[src/rtl/eet_pkg.sv]
package eet_pkg;
	// bus geometry
	localparam int          EET_AW          = 8;
	localparam int          EET_DW          = 32;
	// register byte addresses
	localparam logic [7:0]  EET_A_COUNT     = 8'h00;
	localparam logic [7:0]  EET_A_MATCH1    = 8'h04;
	localparam logic [7:0]  EET_A_MATCH2    = 8'h08;
	localparam logic [7:0]  EET_A_FLAGCTL   = 8'h0C;
	localparam logic [7:0]  EET_A_MODE      = 8'h10;
	localparam logic [7:0]  EET_A_IRQ_STAT  = 8'h14;
	localparam logic [7:0]  EET_A_IRQ_CLR   = 8'h18;
	localparam logic [7:0]  EET_A_IRQ_EN    = 8'h1C;
	localparam logic [7:0]  EET_A_LAST      = 8'h1C;
	// flag/output control register fields
	localparam int          EET_F_MATCH2    = 7;
	localparam int          EET_F_MATCH1    = 6;
	localparam int          EET_F_WRAP      = 5;
	localparam int          EET_F_RSVD      = 4;
	localparam int          EET_F_OS2_LO    = 2;
	localparam int          EET_F_OS1_LO    = 0;
	localparam logic [7:0]  EET_FLAGCTL_RST = 8'h10;
	// mode register fields
	localparam int          EET_M_CLK_LO    = 0;
	localparam int          EET_M_EXTE_LO   = 3;
	localparam int          EET_M_CLR_LO    = 5;
	localparam int          EET_M_TRGE      = 7;
	localparam int          EET_M_TEDG_LO   = 8;
	localparam int          EET_MODE_W      = 10;
	localparam logic [9:0]  EET_MODE_RST    = 10'h000;
	// interrupt bit positions, shared by status, clear and enable
	localparam int          EET_I_WRAP      = 0;
	localparam int          EET_I_MATCH1    = 1;
	localparam int          EET_I_MATCH2    = 2;
	localparam int          EET_I_W         = 3;
	// clock selection codes: 1..6 are phi/128 down to phi/4
	localparam logic [2:0]  EET_CLK_STOP    = 3'h0;
	localparam logic [2:0]  EET_CLK_EXT     = 3'h7;
	localparam logic [3:0]  EET_DIV_EXP_TOP = 4'h8;
	localparam int          EET_DIV_W       = 7;
	// clear selection codes
	localparam logic [1:0]  EET_CLR_NONE    = 2'h0;
	localparam logic [1:0]  EET_CLR_M1      = 2'h1;
	localparam logic [1:0]  EET_CLR_M2      = 2'h2;
	localparam logic [1:0]  EET_CLR_PIN     = 2'h3;
	// output select codes
	localparam logic [1:0]  EET_OS_KEEP     = 2'h0;
	localparam logic [1:0]  EET_OS_LOW      = 2'h1;
	localparam logic [1:0]  EET_OS_HIGH     = 2'h2;
	localparam logic [1:0]  EET_OS_TOGGLE   = 2'h3;
	// edge selection codes
	localparam logic [1:0]  EET_EDGE_RISE   = 2'h0;
	localparam logic [1:0]  EET_EDGE_FALL   = 2'h1;
	localparam logic [7:0]  EET_COUNT_MAX   = 8'hFF;
	localparam logic [1:0]  EET_RESP_OKAY   = 2'h0;
	localparam logic [1:0]  EET_RESP_SLVERR = 2'h2;

	typedef enum logic {EET_RUN, EET_HALT} eet_run_t;

	// word aligned and inside the map
	function automatic logic eet_addr_ok(input logic [7:0] a);
		eet_addr_ok = (a[1:0] == 2'h0) && (a <= EET_A_LAST);
	endfunction
endpackage

[src/rtl/eet_pin_sync.sv]
`timescale 1ns/1ps
module eet_pin_sync
	import eet_pkg::*;
(
	input  wire logic clk_in,
	input  wire logic rst_n_in,
	input  wire logic pin_in,
	output logic      rise_out,
	output logic      fall_out
);
	logic meta_r;
	logic sync_r;
	logic prev_r;

	// two stages before any logic, then one for edge history
	always_ff @(posedge clk_in)
	begin
		if (!rst_n_in)
		begin
			meta_r <= 1'b0;
			sync_r <= 1'b0;
			prev_r <= 1'b0;
		end
		else
		begin
			meta_r <= pin_in;
			sync_r <= meta_r;
			prev_r <= sync_r;
		end
	end

	// edges come from the second and third stages only
	assign rise_out = sync_r & ~prev_r;
	assign fall_out = ~sync_r & prev_r;
endmodule

[src/rtl/eet_axil_slave.sv]
`timescale 1ns/1ps
module eet_axil_slave
	import eet_pkg::*;
(
	input  wire logic          clk_in,
	input  wire logic          rst_n_in,
	input  wire logic [7:0]    awaddr_in,
	input  wire logic          awvalid_in,
	output logic               awready_out,
	input  wire logic [31:0]   wdata_in,
	input  wire logic [3:0]    wstrb_in,
	input  wire logic          wvalid_in,
	output logic               wready_out,
	output logic [1:0]         bresp_out,
	output logic               bvalid_out,
	input  wire logic          bready_in,
	input  wire logic [7:0]    araddr_in,
	input  wire logic          arvalid_in,
	output logic               arready_out,
	output logic [31:0]        rdata_out,
	output logic [1:0]         rresp_out,
	output logic               rvalid_out,
	input  wire logic          rready_in,
	output logic               wr_en_out,
	output logic [7:0]         wr_addr_out,
	output logic [31:0]        wr_data_out,
	output logic [3:0]         wr_strb_out,
	output logic               rd_en_out,
	output logic [7:0]         rd_addr_out,
	input  wire logic [31:0]   rd_data_in
);
	logic aw_held_r;
	logic w_held_r;
	wire  aw_hs = awvalid_in & awready_out;
	wire  w_hs  = wvalid_in & wready_out;
	wire  ar_hs = arvalid_in & arready_out;
	wire  wr_go = aw_held_r & w_held_r & ~bvalid_out;

	// write path: address and data taken in either order, one write at a time
	always_ff @(posedge clk_in)
	begin
		if (!rst_n_in)
		begin
			awready_out <= 1'b1;
			wready_out  <= 1'b1;
			aw_held_r   <= 1'b0;
			w_held_r    <= 1'b0;
			bvalid_out  <= 1'b0;
			bresp_out   <= EET_RESP_OKAY;
			wr_en_out   <= 1'b0;
			wr_addr_out <= 8'h00;
			wr_data_out <= 32'h0000_0000;
			wr_strb_out <= 4'h0;
		end
		else
		begin
			wr_en_out <= wr_go;
			if (aw_hs)
			begin
				aw_held_r   <= 1'b1;
				awready_out <= 1'b0;
				wr_addr_out <= awaddr_in;
			end
			if (w_hs)
			begin
				w_held_r    <= 1'b1;
				wready_out  <= 1'b0;
				wr_data_out <= wdata_in;
				wr_strb_out <= wstrb_in;
			end
			if (wr_go)
			begin
				aw_held_r  <= 1'b0;
				w_held_r   <= 1'b0;
				bvalid_out <= 1'b1;
				bresp_out  <= eet_addr_ok(wr_addr_out) ? EET_RESP_OKAY : EET_RESP_SLVERR;
			end
			if (bvalid_out && bready_in)
			begin
				bvalid_out  <= 1'b0;
				awready_out <= 1'b1;
				wready_out  <= 1'b1;
			end
		end
	end

	// read path: data sampled at the address handshake, so side effects match
	always_ff @(posedge clk_in)
	begin
		if (!rst_n_in)
		begin
			arready_out <= 1'b1;
			rvalid_out  <= 1'b0;
			rdata_out   <= 32'h0000_0000;
			rresp_out   <= EET_RESP_OKAY;
		end
		else if (ar_hs)
		begin
			arready_out <= 1'b0;
			rvalid_out  <= 1'b1;
			rdata_out   <= rd_data_in;
			rresp_out   <= eet_addr_ok(araddr_in) ? EET_RESP_OKAY : EET_RESP_SLVERR;
		end
		else if (rvalid_out && rready_in)
		begin
			rvalid_out  <= 1'b0;
			arready_out <= 1'b1;
		end
	end

	assign rd_en_out   = ar_hs;
	assign rd_addr_out = araddr_in;
endmodule

[src/rtl/eet_timer.sv]
`timescale 1ns/1ps
module eet_timer
	import eet_pkg::*;
(
	input  wire logic          clk_in,
	input  wire logic          rst_n_in,
	input  wire logic [7:0]    s_axi_awaddr_in,
	input  wire logic          s_axi_awvalid_in,
	output logic               s_axi_awready_out,
	input  wire logic [31:0]   s_axi_wdata_in,
	input  wire logic [3:0]    s_axi_wstrb_in,
	input  wire logic          s_axi_wvalid_in,
	output logic               s_axi_wready_out,
	output logic [1:0]         s_axi_bresp_out,
	output logic               s_axi_bvalid_out,
	input  wire logic          s_axi_bready_in,
	input  wire logic [7:0]    s_axi_araddr_in,
	input  wire logic          s_axi_arvalid_in,
	output logic               s_axi_arready_out,
	output logic [31:0]        s_axi_rdata_out,
	output logic [1:0]         s_axi_rresp_out,
	output logic               s_axi_rvalid_out,
	input  wire logic          s_axi_rready_in,
	input  wire logic          ext_clk_pin_in,
	input  wire logic          ext_reset_pin_in,
	input  wire logic          trigger_in_pin_in,
	output logic               pulse_out_pin_out,
	output logic               irq_out
);
	// pin edge positions in the sync arrays
	localparam int PIN_CLK = 0;
	localparam int PIN_RST = 1;
	localparam int PIN_TRG = 2;
	localparam int PIN_N   = 3;

	logic                  wr_en;
	logic [7:0]            wr_addr;
	logic [31:0]           wr_data;
	logic [3:0]            wr_strb;
	logic                  rd_en;
	logic [7:0]            rd_addr;
	logic [31:0]           rd_data;
	logic [PIN_N-1:0]      pin_raw;
	logic [PIN_N-1:0]      pin_rise;
	logic [PIN_N-1:0]      pin_fall;

	logic [7:0]            count_value_r;
	logic [7:0]            count_value_nxt;
	logic [7:0]            match_reg_first_r;
	logic [7:0]            match_reg_second_r;
	logic                  match_first_flag_r;
	logic                  match_second_flag_r;
	logic                  wrap_flag_r;
	logic [2:0]            armed_r;
	logic [1:0]            out_sel_second_r;
	logic [1:0]            out_sel_first_r;
	logic [EET_MODE_W-1:0] mode_r;
	logic [EET_I_W-1:0]    irq_stat_r;
	logic [EET_I_W-1:0]    irq_en_r;
	logic [EET_DIV_W-1:0]  div_r;
	eet_run_t              run_r;
	eet_run_t              run_nxt;
	logic                  pulse_r;
	logic                  pulse_nxt;
	logic                  irq_r;

	// byte-lane merge of a write into a stored word
	function automatic logic [31:0] merge_strb(input logic [31:0] cur,
		input logic [31:0] nw, input logic [3:0] strb);
		logic [31:0] m;
		m = {{8{strb[3]}}, {8{strb[2]}}, {8{strb[1]}}, {8{strb[0]}}};
		merge_strb = (cur & ~m) | (nw & m);
	endfunction

	// edge choice shared by the external clock and the trigger
	function automatic logic edge_hit(input logic [1:0] sel, input logic r,
		input logic f);
		if (sel == EET_EDGE_RISE)
			edge_hit = r;
		else if (sel == EET_EDGE_FALL)
			edge_hit = f;
		else
			edge_hit = r | f;
	endfunction

	// output pin reaction to one match event
	function automatic logic out_action(input logic [1:0] sel, input logic cur);
		unique case (sel)
			EET_OS_KEEP:   out_action = cur;
			EET_OS_LOW:    out_action = 1'b0;
			EET_OS_HIGH:   out_action = 1'b1;
			EET_OS_TOGGLE: out_action = ~cur;
		endcase
	endfunction

	eet_axil_slave u_bus (
		.clk_in      (clk_in),
		.rst_n_in    (rst_n_in),
		.awaddr_in   (s_axi_awaddr_in),
		.awvalid_in  (s_axi_awvalid_in),
		.awready_out (s_axi_awready_out),
		.wdata_in    (s_axi_wdata_in),
		.wstrb_in    (s_axi_wstrb_in),
		.wvalid_in   (s_axi_wvalid_in),
		.wready_out  (s_axi_wready_out),
		.bresp_out   (s_axi_bresp_out),
		.bvalid_out  (s_axi_bvalid_out),
		.bready_in   (s_axi_bready_in),
		.araddr_in   (s_axi_araddr_in),
		.arvalid_in  (s_axi_arvalid_in),
		.arready_out (s_axi_arready_out),
		.rdata_out   (s_axi_rdata_out),
		.rresp_out   (s_axi_rresp_out),
		.rvalid_out  (s_axi_rvalid_out),
		.rready_in   (s_axi_rready_in),
		.wr_en_out   (wr_en),
		.wr_addr_out (wr_addr),
		.wr_data_out (wr_data),
		.wr_strb_out (wr_strb),
		.rd_en_out   (rd_en),
		.rd_addr_out (rd_addr),
		.rd_data_in  (rd_data)
	);

	// all three pins are asynchronous to clk_in
	assign pin_raw = {trigger_in_pin_in, ext_reset_pin_in, ext_clk_pin_in};

	genvar gi;
	generate
		for (gi = 0; gi < PIN_N; gi++)
		begin : g_pin
			eet_pin_sync u_sync (
				.clk_in   (clk_in),
				.rst_n_in (rst_n_in),
				.pin_in   (pin_raw[gi]),
				.rise_out (pin_rise[gi]),
				.fall_out (pin_fall[gi])
			);
		end
	endgenerate

	// mode field views
	wire [2:0] clk_sel   = mode_r[EET_M_CLK_LO +: 3];
	wire [1:0] ext_edge  = mode_r[EET_M_EXTE_LO +: 2];
	wire [1:0] clr_sel   = mode_r[EET_M_CLR_LO +: 2];
	wire       trg_en    = mode_r[EET_M_TRGE];
	wire [1:0] trg_edge  = mode_r[EET_M_TEDG_LO +: 2];

	// register write decode
	wire wr_count   = wr_en && (wr_addr == EET_A_COUNT);
	wire wr_match1  = wr_en && (wr_addr == EET_A_MATCH1);
	wire wr_match2  = wr_en && (wr_addr == EET_A_MATCH2);
	wire wr_flagctl = wr_en && (wr_addr == EET_A_FLAGCTL) && wr_strb[0];
	wire wr_mode    = wr_en && (wr_addr == EET_A_MODE);
	wire wr_iclr    = wr_en && (wr_addr == EET_A_IRQ_CLR) && wr_strb[0];
	wire wr_ien     = wr_en && (wr_addr == EET_A_IRQ_EN);
	wire rd_flagctl = rd_en && (rd_addr == EET_A_FLAGCTL);
	wire [31:0] wr_merged_mode = merge_strb({22'h0, mode_r}, wr_data, wr_strb);
	wire [31:0] wr_merged_cnt  = merge_strb({24'h0, count_value_r}, wr_data, wr_strb);
	wire [31:0] wr_merged_m1   = merge_strb({24'h0, match_reg_first_r}, wr_data, wr_strb);
	wire [31:0] wr_merged_m2   = merge_strb({24'h0, match_reg_second_r}, wr_data, wr_strb);
	wire [31:0] wr_merged_ien  = merge_strb({29'h0, irq_en_r}, wr_data, wr_strb);

	// internal rate picks how many low prescaler bits must be all ones
	wire [3:0]            div_exp  = EET_DIV_EXP_TOP - {1'b0, clk_sel};
	wire [EET_DIV_W-1:0]  div_mask = EET_DIV_W'((8'h01 << div_exp) - 8'h01);
	wire int_tick = ((div_r & div_mask) == div_mask);
	wire ext_tick = edge_hit(ext_edge, pin_rise[PIN_CLK], pin_fall[PIN_CLK]);
	// a chosen clock source advances the count on each of its events
	wire src_tick = (clk_sel == EET_CLK_EXT) ? ext_tick :
		((clk_sel == EET_CLK_STOP) ? 1'b0 : int_tick);
	// a halted counter ignores its clock until the trigger
	wire tick = src_tick && (run_r == EET_RUN);

	// match fires in the last equal state, as the count moves on
	wire match1_evt = tick && (count_value_r == match_reg_first_r);
	wire match2_evt = tick && (count_value_r == match_reg_second_r);
	wire pin_clr = (clr_sel == EET_CLR_PIN) && pin_rise[PIN_RST];
	wire clr_evt = ((clr_sel == EET_CLR_M1) && match1_evt) ||
		((clr_sel == EET_CLR_M2) && match2_evt) || pin_clr;
	// wrap on any FF tick that a clear does not take, even one that a count write overrides
	wire wrap_evt = tick && (count_value_r == EET_COUNT_MAX) && !clr_evt;
	// trigger edge resumes a counter halted by its clear
	wire trg_evt  = edge_hit(trg_edge, pin_rise[PIN_TRG], pin_fall[PIN_TRG]);

	// eight bit counter; software write overrides the count
	always_comb
	begin
		count_value_nxt = count_value_r;
		if (wr_count)
			count_value_nxt = wr_merged_cnt[7:0];
		else if (clr_evt)
			count_value_nxt = 8'h00;
		else if (tick)
			count_value_nxt = count_value_r + 8'h01;
	end

	// count stop halts on clear; trigger restarts it
	always_comb
	begin
		run_nxt = run_r;
		unique case (run_r)
			EET_RUN:
				if (trg_en && clr_evt)
					run_nxt = EET_HALT;
			EET_HALT:
				if (!trg_en || trg_evt)
					run_nxt = EET_RUN;
		endcase
	end

	// two independent match events shape the pulse; in a tie the second acts on the first's result
	always_comb
	begin
		pulse_nxt = pulse_r;
		// first match uses the low select pair
		if (match1_evt)
			pulse_nxt = out_action(out_sel_first_r, pulse_nxt);
		// second match uses the high select pair
		if (match2_evt)
			pulse_nxt = out_action(out_sel_second_r, pulse_nxt);
	end

	// prescaler runs free so internal rates stay phase locked to each other
	always_ff @(posedge clk_in)
	begin
		if (!rst_n_in)
			div_r <= '0;
		else
			div_r <= div_r + EET_DIV_W'(1);
	end

	// counter, run state and pulse pin
	always_ff @(posedge clk_in)
	begin
		if (!rst_n_in)
		begin
			count_value_r <= 8'h00;
			run_r         <= EET_RUN;
			pulse_r       <= 1'b0;
		end
		else
		begin
			count_value_r <= count_value_nxt;
			run_r         <= run_nxt;
			// delay from trigger is set by the match values
			pulse_r       <= pulse_nxt;
		end
	end

	// software-owned configuration registers
	always_ff @(posedge clk_in)
	begin
		if (!rst_n_in)
		begin
			match_reg_first_r  <= 8'h00;
			match_reg_second_r <= 8'h00;
			mode_r             <= EET_MODE_RST;
			irq_en_r           <= '0;
			out_sel_second_r   <= EET_FLAGCTL_RST[EET_F_OS2_LO +: 2];
			out_sel_first_r    <= EET_FLAGCTL_RST[EET_F_OS1_LO +: 2];
		end
		else
		begin
			if (wr_match1)
				match_reg_first_r <= wr_merged_m1[7:0];
			if (wr_match2)
				match_reg_second_r <= wr_merged_m2[7:0];
			if (wr_mode)
				mode_r <= wr_merged_mode[EET_MODE_W-1:0];
			if (wr_ien)
				irq_en_r <= wr_merged_ien[EET_I_W-1:0];
			if (wr_flagctl)
			begin
				out_sel_second_r <= wr_data[EET_F_OS2_LO +: 2];
				out_sel_first_r  <= wr_data[EET_F_OS1_LO +: 2];
			end
		end
	end

	// flag clear qualifiers: armed by a read of one, consumed by a write of zero
	wire clr_m2   = wr_flagctl && armed_r[2] && !wr_data[EET_F_MATCH2];
	wire clr_m1   = wr_flagctl && armed_r[1] && !wr_data[EET_F_MATCH1];
	wire clr_wrap = wr_flagctl && armed_r[0] && !wr_data[EET_F_WRAP];

	// status flags; a hardware set in the clearing cycle wins
	always_ff @(posedge clk_in)
	begin
		if (!rst_n_in)
		begin
			match_second_flag_r <= 1'b0;
			match_first_flag_r  <= 1'b0;
			wrap_flag_r         <= 1'b0;
			armed_r             <= 3'h0;
		end
		else
		begin
			match_second_flag_r <= match2_evt | (match_second_flag_r & ~clr_m2);
			match_first_flag_r  <= match1_evt | (match_first_flag_r & ~clr_m1);
			wrap_flag_r         <= wrap_evt | (wrap_flag_r & ~clr_wrap);
			// reading one arms; a write to the register's low byte disarms
			if (rd_flagctl)
				armed_r <= armed_r |
					{match_second_flag_r, match_first_flag_r, wrap_flag_r};
			else if (wr_flagctl)
				armed_r <= 3'h0;
		end
	end

	// sticky interrupt status from the three sources
	wire [EET_I_W-1:0] irq_set = {match2_evt, match1_evt, wrap_evt};
	wire [EET_I_W-1:0] irq_clr = wr_iclr ? wr_data[EET_I_W-1:0] : '0;

	// interrupt status and the level output; set beats clear
	always_ff @(posedge clk_in)
	begin
		if (!rst_n_in)
		begin
			irq_stat_r <= '0;
			irq_r      <= 1'b0;
		end
		else
		begin
			irq_stat_r <= irq_set | (irq_stat_r & ~irq_clr);
			// wrap request gated by its enable
			// match requests gated by their enables
			irq_r      <= |(irq_stat_r & irq_en_r);
		end
	end

	wire [7:0] flagctl_view = {match_second_flag_r, match_first_flag_r,
		wrap_flag_r, 1'b1, out_sel_second_r, out_sel_first_r};

	// read mux; unmapped and write-only addresses read zero
	assign rd_data =
		(rd_addr == EET_A_COUNT)    ? {24'h0, count_value_r} :
		(rd_addr == EET_A_MATCH1)   ? {24'h0, match_reg_first_r} :
		(rd_addr == EET_A_MATCH2)   ? {24'h0, match_reg_second_r} :
		(rd_addr == EET_A_FLAGCTL)  ? {24'h0, flagctl_view} :
		(rd_addr == EET_A_MODE)     ? {22'h0, mode_r} :
		(rd_addr == EET_A_IRQ_STAT) ? {29'h0, irq_stat_r} :
		(rd_addr == EET_A_IRQ_EN)   ? {29'h0, irq_en_r} : 32'h0000_0000;

	assign pulse_out_pin_out = pulse_r;
	assign irq_out           = irq_r;
endmodule

[config.mk]
export PLATFORM = sky130hd
export DESIGN_NAME = eet_timer
export DESIGN_NICKNAME = d
export VERILOG_FILES = /design/src/rtl/eet_pkg.sv /design/src/rtl/eet_pin_sync.sv /design/src/rtl/eet_axil_slave.sv /design/src/rtl/eet_timer.sv
export SDC_FILE = /design/constraint.sdc
export NUM_CORES = 1
export LEC_CHECK = 0
export ABC_AREA = 1
export BUFFER_PORTS_ARGS = -buffer_cell sky130_fd_sc_hd__buf_2
export CAP_MARGIN = 20
export CORE_UTILIZATION = 55
export DETAILED_ROUTE_END_ITERATION = 6
export MAX_ROUTING_LAYER = met4
export PLACE_DENSITY_LB_ADDON = 0.25
export SYNTH_ARGS = -nofsm -noshare
export SYNTH_HDL_FRONTEND = slang
export SYNTH_SLANG_ARGS = --single-unit
export TNS_END_PERCENT = 50
[constraint.sdc]
create_clock -name clk_in -period 3.4 [get_ports clk_in]
set_input_delay 0 -clock clk_in [delete_from_list [all_inputs] [get_ports clk_in]]
set_output_delay 0 -clock clk_in [all_outputs]
set_load 0.01 [all_outputs]
# Word-level counts from Yosys, hierarchy flattened

Index checks and enable logic that the tools add are counted.
Widths: inputs -> output; s select.

$add $sub $neg: 4
Magnitude comparators: 2
Equality and inequality tests: 28
Shift operators: 1
Muxes and demuxes: 32
Bitwise operators: 49
Reductions and logical operators: 52

Operators by type and width:

| cell                | count |
|---|---|
| $mux 10             | 5 |
| $eq 8x5->1 const B  | 6 |
| $eq 8x4->1 const B  | 4 |
| $logic_and 1x1->1   | 29 |
| $and 8x8->8         | 3 |
| $mux 8              | 3 |
| $or 8x8->8          | 3 |
| $and 10x10->10      | 2 |
| $eq 8x3->1 const B  | 2 |
| $eq 8x8->1          | 2 |
| $le 8x5->1 const B  | 2 |
| $logic_not 8->1     | 2 |
| $mux 3              | 5 |
| $mux 1              | 14 |
| $and 1x1->1         | 13 |
| $not 1->1           | 13 |
| $eq 2x2->1 const B  | 6 |
| $logic_not 2->1     | 6 |
| $eq 2x1->1 const B  | 5 |
| $not 10->10         | 1 |
| $or 10x10->10       | 1 |
| $and 3x3->3         | 3 |
| $or 3x3->3          | 3 |
| $add 8x1->8 const B | 1 |
| other kinds (20)    | 34 |

Register bits after elaboration: 133
Input port bits: 62
Output and inout bits: 43
Logic and storage cells: 207

# Logic depth before layout (Yosys ltp)

Gate-level depths: netlist of run 1.

Depth in word-level cells: 15
Gate-level depth with buffers: 20
Gate-level depth less buffers: 17

# By module

Synthesis of run 1 repeated with hierarchy kept, for this count alone.

Cell total of the unflattened synthesis: 923
Area total of the unflattened synthesis: 6787.8 um^2

Modules (own cells, without submodules):

| module         | times used | cells an instance | area an instance (um^2) | seq. area each (um^2) |
|---|---|---|---|---|
| eet_timer      | 1          | 491               | 3348.2                  | 1201.2 |
| eet_axil_slave | 1          | 393               | 3139.3                  | 1721.7 |
| eet_pin_sync   | 3          | 13                | 100.1                   | 60.1 |

# Worst setup path before layout of run 1

No wires, ideal clock.

Kind: register to register
From: reg (tool-made name)
To: reg (tool-made name)
Setup time: 0.113 ns
Data arrival time: 2.513 ns
Required time: 3.287 ns
Setup slack: 0.774 ns
Stages on the path, launching flop included: 19
Path through: dfxtp_1 > buf_2 > nor2_4 > ha_1 > clkbuf_2 > or2_2 > ha_1 > o21bai_1 > nor2_1 > nand3_1 > nor2_2 > nand2_2 > nand2_2 > nand4_2 > nand4_1 > nand2_2 > buf_6 > nor2_1 > nor2_1

==> summary.md, run 1 <==
| Metric | Value |
|---|---|
| Critical path class | `flop to flop` |
| Vias in the first global route | `4537` |
| Setup violations, final | `0` |
| FP Rows | `35` |
| Worst path max stage delay | `460 ps` |
| Unrepaired setup endpoints after global routing | `no` |
| Tot GR Track Use | `29.95%` |
| Slew headroom | `38.28%` |
| Clock Tree Buf Depth | `2` |
| Cts bufs inserted | `9` |
| Combinational group share of total power | `9.0%` |
| Max-slew violations | `0` |
| Worst min path class | `primary input to flop` |
| DP HPWL | `9.887 mm` |
| Crit path required time | `3720 ps` |
| Synth Area in XOR/XNOR | `3.364%` |
| Drt pass-1 iters | `7` |
| TNS Setup | `0 ps` |
| Initial antenna violation count | `0` |
| Pin count of the biggest net entering global routing | `80` |
| Min Tclk post-route | `3003 ps` |
| Worst-path clk slew | `110 ps` |
| Commonest cells after routing, fill and taps aside | `nand2_1, dfxtp_1, nor2_1` |
| Fmax | `333.0 MHz` |
| I/O Pins | `105` |
| Initial Utilization | `56.63%` |
| R2r setup slk | `400 ps` |
| Worst setup EP type | `flop` |
| Most used cell, CP | `nor2_1` |
| Outcome | `completed` |
| H-Tree Depth | `3` |
| Static leakage | `2.595 nW` |
| Setup slack after layout | `397.0 ps` |
| NumNets Final | `868` |
| Post-synthesis cell area | `0.005207 mm2` |
| Yosys reg bits | `109` |
| Port Buf Inserts | `56` |
| Top delay family on crit path | `simple AND/OR/NAND/NOR gates` |
| DRC Markers | `0` |
| Sequential power share | `56.5%` |
| CTS tree | `done` |
| Critical Path AT | `3320 ps` |
| Final Skew | `17.29 ps` |
| Simple-Gate Fraction of Synth Area | `22.95%` |
| Buf/Inv on CP | `2` |
| R2R cell count | `16` |
| Crit path max-delay cell type | `dfxtp_1` |
| Slew @ Worst Pin | `920.2 ps` |
| Post-route ant nets | `0` |
| Top cells by area in the synthesized netlist | `dfxtp_1, nand2_1, o21ai_0, a21oi_1, nor2_1` |
| Max Cap Viol | `0` |
| Initial DRC count | `345` |
| WL per Instance | `15.17 um` |
| Die area | `0.009861 mm2` |
| Net Sw Power | `0.0006419 W` |
| Crit path launch type | `flop` |
| Largest family of logic cells by synthesized area | `simple AND/OR/NAND/NOR gates` |
| Internal power | `0.001747 W` |
| Sw Share | `26.87%` |
| GP Congestion | `0.9414` |
| Worst Hold Endpoint | `u_bus.rresp_out[1]` |
| Sink Count | `109` |
| Fraction of layout instances using a drive strength above 1 | `11.47%` |
| Syn Area/Cell | `7.153 um2` |
| Pre-CTS WS | `475.3 ps` |
| Count of cell types in the netlist | `38` |
| Post-CTS Setup Bufs | `0` |
| Commonest non-fill, non-tap cell in the layout | `nand2_1` |
| Final Hold Fails | `0` |
| Area of the multi-input gates | `0.002492 mm2` |
| Global route total overflow | `0` |
| Final wirelength | `13.85 mm` |
| Tcrit/Tclk final | `88.32%` |
| First-pass GRT wire length | `22.00 mm` |
| Die Span X | `99.31 um` |
| CTS root buf | `clkbuf_8` |
| Vias | `4892` |
| Crit-path cells | `inv_2, ha_1, or2_2, ha_1, o21bai_1, nor2_1, nand3_1, nor2_2, nand2_2, nand2_2, nand4_2, nand3_1, buf_4, o21ai_0, nor2_1, nor2_1` |
| Max VDD drop | `260.7 uV` |
| Hold_sp | `s_axi_araddr_in[5]` |
| Top cell type's share of synthesized area | `41.90%` |
| Gate count of the mapped netlist | `728` |
| Reg area | `0.002182 mm2` |
| Clock Latency Late Sink | `390 ps` |
| Die Ht | `99.31 um` |
| Worst Hold Depth | `5` |
| Proportion of synthesized area in mux cells | `0%` |
| Clock Power Share | `34.6%` |
| Synth Area in Adders | `1.922%` |
| Synth Area in Compound Gates | `17.90%` |
| Post-synthesis sequential area ratio | `41.90%` |
| Core ar. | `0.009196 mm2` |
| Antenna Diode Count | `0` |
| Fill count | `811` |
| PD cells | `404.1 mW/mm2` |
| Worst Path Max Fanout | `8` |
| Synth warnings | `0` |
| Area Overhead vs Synth | `13.50%` |
| Leading area contributor after synthesis | `dfxtp_1` |
| Vias/cell | `5.358` |
## area by class of cell
cell class	count	area share (%)
flip-flops and latches	109	36.92
clock buffers	9	2.096
repair buffers	85	9.483
well taps	111	2.350
clock inverters	6	1.334
inverters	89	5.652
multi-input cells	504	42.17
## what timing repair did
item,in CTS,in global routing
hold buffers,25,0
resized for setup,0,0
endpoints found under the hold margin,28,0
## worst min-delay path: cells and delay by family
| kind | cells | cell delay, ps |
|---|---|---|
| buffers and inverters | 3 | 210 |
| AO/OA/AOI/OAI | 1 | 70 |
| AND/OR/NAND/NOR | 1 | 80 |
## routing by layer
layer	GRT usage [%]	share of wire (%)	vias to the layer above
met5	-	0	-
met4	9.955	1.7	0
met1	37.57	45	2256
met2	48.88	48	153
met3	5.341	5.5	25
li1	-	-	2458
## kinds of logic (layout without fill, tap and decap cells)
kind of cell,count (synthesis),count (layout)
AND/OR/NAND/NOR,282,282
adder cells (fa/ha/maj),8,8
buffers and inverters,138,189
AO/OA/AOI/OAI,170,170
other,1,24
flip-flops,109,109
XOR/XNOR,20,20
## cells in the mapped netlist, drive strengths merged
library cell  instances
a211oi                8
a21boi                1
a21oi                69
a31oi                 1
buf                  27
clkbuf               22
clkinv                1
conb                  1
dfxtp               109
ha                    8
inv                  88
nand2               134
nand3                27
nand3b                3
nand4                12
nor2                 91
nor3                 11
nor4                  1
o2111ai               8
o211ai                2
o21a                  1
o21ai                76
o21bai                1
o221ai                2
o31ai                 1
or2                   3
xnor2                18
xor2                  2
## power groups by stage
stage	Clock [W]	Sequential [W]	Combinational (W)
global route	0.000897	0.00135	0.000241
global placement	0	0.00138	0.000180
finish	0.000826	0.00135	0.000214
detailed placement	0	0.00138	0.000186
floorplan	0	0.00137	0.000145
CTS	0.000839	0.00135	0.000209
## per-stage QoR
step	total power [W]	utilization, %	instances	instance area [um2]	hold WS [ps]
final	0.002388	64.27	913	5911	23.86
after global routing	0.002492	64.27	913	5911	64.48
after CTS	0.002395	64.27	913	5911	18.75
after detailed placement	0.001563	59.35	873	5458	185.0
after global placement	0.001556	59.35	873	5458	180.3
after floorplan	0.001515	-	751	5294	97.63
## worst max path at each step
stage          from  slack, ps  cells past startpoint    to
2_1_floorplan  flop        770                     18  flop
3_3_place_gp   flop        540                     16  flop
3_5_place_dp   flop        480                     16  flop
4_1_cts        flop        460                     16  flop
5_1_grt        flop        180                     16  flop
6_report       flop        400                     16  flop
Note: power is estimated with default switching activity, not from simulation.
==> run 2, diff against run 1 <==
Settings changed: CORE_UTILIZATION 55 to 25.
Clock period 3.4 ns to 3.9 ns, I/O delays scaled along.
==> summary.md, run 2 (synthesis gave the netlist of run 1 again) <==
| Metric | Value |
|---|---|
| Post-CTS Setup Bufs | `0` |
| Final Skew | `6.284 ps` |
| Commonest cells after routing, fill and taps aside | `nand2_1, dfxtp_1, nor2_1` |
| Global route total overflow | `0` |
| CTS root buf | `clkbuf_16` |
| Initial antenna violation count | `0` |
| Worst path max stage delay | `510 ps` |
| Commonest non-fill, non-tap cell in the layout | `nand2_1` |
| Vias | `4705` |
| Crit path required time | `4170 ps` |
| CTS tree | `done` |
| Final Hold Fails | `0` |
| Worst min path class | `primary input to flop` |
| Port Buf Inserts | `56` |
| Tot GR Track Use | `14.33%` |
| Setup violations, final | `0` |
| Die Span X | `146.3 um` |
| Post-route ant nets | `0` |
| Clock Tree Buf Depth | `2` |
| Static leakage | `2.620 nW` |
| Die Ht | `146.3 um` |
| Pin count of the biggest net entering global routing | `80` |
| Post-cts resize count | `0` |
| Max Cap Viol | `0` |
| WL per Instance | `13.22 um` |
| DP HPWL | `10.56 mm` |
| Antenna Diode Count | `0` |
| DRC Markers | `0` |
| I/O Pins | `105` |
| Initial Utilization | `25.65%` |
| Unrepaired setup endpoints after global routing | `no` |
| H-Tree Depth | `3` |
| Vias/cell | `4.393` |
| Post-CTS Hold Buffers | `25` |
| Cts bufs inserted | `9` |
| Critical path class | `flop to flop` |
| Core ar. | `0.02030 mm2` |
| Fill count | `2223` |
| Buf/Inv on CP | `0` |
| TNS Setup | `0 ps` |
| Worst-path clk slew | `80 ps` |
| Crit-path cells | `nor2_4, ha_1, or2_2, ha_1, o21bai_1, nor2_1, nand3_1, nor2_2, nand2_2, nand2_2, nand4_2, nand3_1, nand3b_1, a21oi_1` |
| First-pass GRT wire length | `23.37 mm` |
| Vias in the first global route | `4480` |
| Final wirelength | `14.16 mm` |
| FP Rows | `52` |
| Max VDD drop | `201.8 uV` |
| Sink Count | `109` |
| Tcrit/Tclk final | `78.28%` |
| PD cells | `362.6 mW/mm2` |
| Final hold slack | `54.17 ps` |
| Outcome | `completed` |
| Fmax | `327.6 MHz` |
| Slew headroom | `31.50%` |
| Worst setup EP type | `flop` |
| Top delay family on crit path | `simple AND/OR/NAND/NOR gates` |
| Worst Path Max Fanout | `9` |
| Max-slew violations | `0` |
| Crit path max-delay cell type | `dfxtp_1` |
| Drt pass-1 iters | `5` |
| Slew @ Worst Pin | `1020 ps` |
| GP Congestion | `0.8655` |
| Critical Path AT | `3320 ps` |
| Crit path launch type | `flop` |
| Clock Latency Late Sink | `360 ps` |
| Die area | `0.02141 mm2` |
| Area Overhead vs Synth | `18.43%` |
| Fraction of layout instances using a drive strength above 1 | `11.36%` |
| Min Tclk post-route | `3053 ps` |
| NumNets Final | `866` |
| Initial DRC count | `298` |
==> run 2: cell types whose count changed in the layout (fill, tap and decap cells not counted), sizes merged <==
| cell | before | now |
|---|---|---|
| bufinv | 1 | 0 |
| inv | 91 | 90 |
| buf | 60 | 58 |
| clkinv | 3 | 6 |
==> run 2: layer usage <==
| metal | up-vias | track usage, % | part of all wire, % |
|---|---|---|---|
| li1 | 2463 | - | - |
| met1 | 2122 | 18.46 | 50 |
| met2 | 100 | 22.71 | 45 |
| met3 | 20 | 1.812 | 3.0 |
| met4 | 0 | 5.677 | 2.0 |
| met5 | - | - | 0 |
==> run 2: worst paths after layout <==
path / to / cells after the start / slack, ps / start
setup reg to reg: wrap_flag_r / 14 / 850 / flop
hold / removal: u_bus.rresp_out[1] / 5 / 50 / s_axi_araddr_in[5]
hold reg to reg: g_pin[2].u_sync.sync_r / 2 / 420 / g_pin[2].u_sync.meta_r
setup / recovery: wrap_flag_r / 14 / 850 / flop
==> run 2: worst min-delay path, stage by stage <==
cell	delay (ps)
buf_2	90
inv_1	40
nand2_1	80
inv_1	80
a31oi_1	70
==> run 2: where the power goes <==
group | switching (W) | internal [W] | total [W] | leakage, nW
clock | 0.000442 | 0.000437 | 0.000879 | 0.140
combinational | 0.000117 | 0.0000677 | 0.000184 | 1.59
sequential | 0.0000267 | 0.00115 | 0.00117 | 0.887
==> run 2: through the flow <==
| stage | area, um2 | worst slack [ps] | power [W] | util, % | std cells |
|---|---|---|---|---|---|
| 3_3_place_gp | 5642 | 896.1 | 0.001366 | 27.79 | 1030 |
| 2_1_floorplan | 5294 | 1274 | 0.001320 | - | 751 |
| 6_report | 6167 | 847.1 | 0.002237 | 30.38 | 1071 |
| 4_1_cts | 6167 | 846.9 | 0.002271 | 30.38 | 1071 |
| 3_5_place_dp | 5642 | 878.1 | 0.001367 | 27.79 | 1030 |
| 5_1_grt | 6167 | 656.1 | 0.002336 | 30.38 | 1071 |
==> run 2: cell type report <==
cell class / count / area, um2 / area share (%)
clock inverters: 7 / 50.05 / 0.8115
well taps: 270 / 337.8 / 5.478
inverters: 89 / 334.1 / 5.417
multi-input cells: 504 / 2492 / 40.41
clock buffers: 9 / 225.2 / 3.652
flip-flops and latches: 109 / 2182 / 35.38
repair buffers: 83 / 545.5 / 8.846
==> run 3, diff against run 2 <==
Clock period 3.9 ns to 3.19 ns, I/O delays scaled along.
==> summary.md, run 3 (synthesis gave the netlist of run 1 again) <==
| Metric | Value |
|---|---|
| Net Sw Power | `0.0007058 W` |
| Max-slew violations | `0` |
| Max Cap Viol | `0` |
| Min Tclk post-route | `2834 ps` |
| Cts bufs inserted | `9` |
| WL per Instance | `13.38 um` |
| Sw Share | `25.92%` |
| Worst Hold Depth | `5` |
| FP Rows | `52` |
| CTS root buf | `clkbuf_16` |
| Static leakage | `2.641 nW` |
| Combinational group share of total power | `8.3%` |
| Port Buf Inserts | `56` |
| Worst setup EP type | `flop` |
| Cell Area, Placed | `0.005672 mm2` |
| CP Depth | `16` |
| Crit-path cells | `inv_2, ha_1, or2_2, ha_1, o21bai_1, nor2_1, nand3_1, nor2_2, nand2_2, nand2_2, a21oi_1, nand4_1, nand2_2, nand2_1, nand2_1, nor2_1` |
| Top delay family on crit path | `simple AND/OR/NAND/NOR gates` |
| Post-route ant nets | `0` |
| Final hold slack | `48.53 ps` |
| Worst-path clk slew | `70 ps` |
| R2r setup slk | `360 ps` |
| H-Tree Depth | `3` |
| Crit path launch type | `flop` |
| Commonest cells after routing, fill and taps aside | `nand2_1, dfxtp_1, nor2_1` |
| Die area | `0.02141 mm2` |
| Vias/cell | `4.370` |
| Slew headroom | `34.70%` |
| Critical path class | `flop to flop` |
| Global route total overflow | `0` |
| TNS Setup | `0 ps` |
| Clock Latency Late Sink | `360 ps` |
| Max VDD drop | `256.8 uV` |
| CTS tree | `done` |
| Clock Tree Buf Depth | `2` |
| Most used cell, CP | `nand2_2` |
| Setup violations, final | `0` |
| Core ar. | `0.02030 mm2` |
| Fmax | `352.9 MHz` |
| Antenna Diode Count | `0` |
| Outcome | `completed` |
| Tot GR Track Use | `14.48%` |
| Final Hold Fails | `0` |
| Crit path required time | `3450 ps` |
| Crit path max-delay cell type | `dfxtp_2` |
| Total power | `0.002723 W` |
| Vias in the first global route | `4422` |
| Tcrit/Tclk final | `88.84%` |
| Internal power | `0.002018 W` |
| NumNets Final | `870` |
| Drt pass-1 iters | `4` |
| I/O Pins | `105` |
| Worst min path class | `primary input to flop` |
| DP HPWL | `10.70 mm` |
| Fraction of layout instances using a drive strength above 1 | `12.05%` |
| Die Span X | `146.3 um` |
| Buf/Inv on CP | `1` |
| Die Ht | `146.3 um` |
| Initial Utilization | `25.65%` |
| Design area | `0.006200 mm2` |
| DRC Markers | `0` |
| GP Congestion | `0.8749` |
| Final wirelength | `14.39 mm` |
| Worst path max stage delay | `400 ps` |
| Post-CTS Setup Bufs | `0` |
| Area Overhead vs Synth | `19.05%` |
| Sequential power share | `52.7%` |
| Slew @ Worst Pin | `973.5 ps` |
| Initial antenna violation count | `0` |
| First-pass GRT wire length | `23.53 mm` |
| Unrepaired setup endpoints after global routing | `no` |
| Commonest non-fill, non-tap cell in the layout | `nand2_1` |
| Initial DRC count | `218` |
| Pin count of the biggest net entering global routing | `80` |
| Vias | `4698` |
| Critical Path AT | `3090 ps` |
| R2R cell count | `16` |
| Clock Power Share | `39.0%` |
| Sink Count | `109` |
| Final Skew | `6.985 ps` |
| Worst Path Max Fanout | `16` |
| PD cells | `439.3 mW/mm2` |
[run 3: cell types whose count changed in the layout (fill, tap and decap cells not counted), sizes merged]
| cell | delta |
|---|---|
| buf | +4 |
| inv | -1 |
| clkinv | +1 |
[run 3: area by class of cell]
class                      count  area [um2]
timing repair buffer          87       575.6
tap                          270       337.8
inverter                      89       334.1
multi-input combinational    504        2492
clock buffer                   9       225.2
fill                        2250       14100
clock inverter                 7       50.05
sequential                   109        2185
[run 3: per-stage QoR]
stage	worst slack (ps)	cells	utilization (%)
floorplan	564.0	751	-
global placement	353.5	1034	27.94
detailed placement	276.0	1034	27.94
CTS	257.2	1075	30.53
global route	86.20	1075	30.54
finish	355.9	1075	30.54
[run 3: worst min-delay path, cell delays in order]
cell and delay [ps]:
buf_2 90, inv_1 40, nand2_1 90, inv_1 80, a31oi_1 60
[run 3: how the worst min path moves through the flow]
stage | from | to | slack, ps
2_1_floorplan | ext_clk_pin_in | g_pin[0].u_sync.meta_r | 100
3_3_place_gp | trigger_in_pin_in | g_pin[2].u_sync.meta_r | 180
3_5_place_dp | trigger_in_pin_in | g_pin[2].u_sync.meta_r | 180
4_1_cts | s_axi_araddr_in[5] | u_bus.rresp_out[1] | 50
5_1_grt | s_axi_araddr_in[1] | u_bus.rresp_out[1] | 110
6_report | s_axi_araddr_in[5] | u_bus.rresp_out[1] | 50
[run 3: layer usage]
metal	vias to the layer above	global-route usage, %	wire, um
met5	-	-	0
met4	0	5.677	326
met3	19	2.375	410
met2	84	22.55	6512
met1	2132	18.68	7135
li1	2463	-	-
[run 3: power groups by stage]
stage | combinational [W] | clock [W] | sequential, W
finish | 0.000226 | 0.00106 | 0.00144
global route | 0.000260 | 0.00115 | 0.00144
CTS | 0.000228 | 0.00110 | 0.00144
detailed placement | 0.000204 | 0 | 0.00147
global placement | 0.000202 | 0 | 0.00147
floorplan | 0.000155 | 0 | 0.00146
[run 3: timing repair]
item / in CTS / in global routing
hold buffers: 25 / 0
setup endpoints to repair: 0 / 5
hold endpoints to repair: 28 / 0
resized for setup: 0 / 2
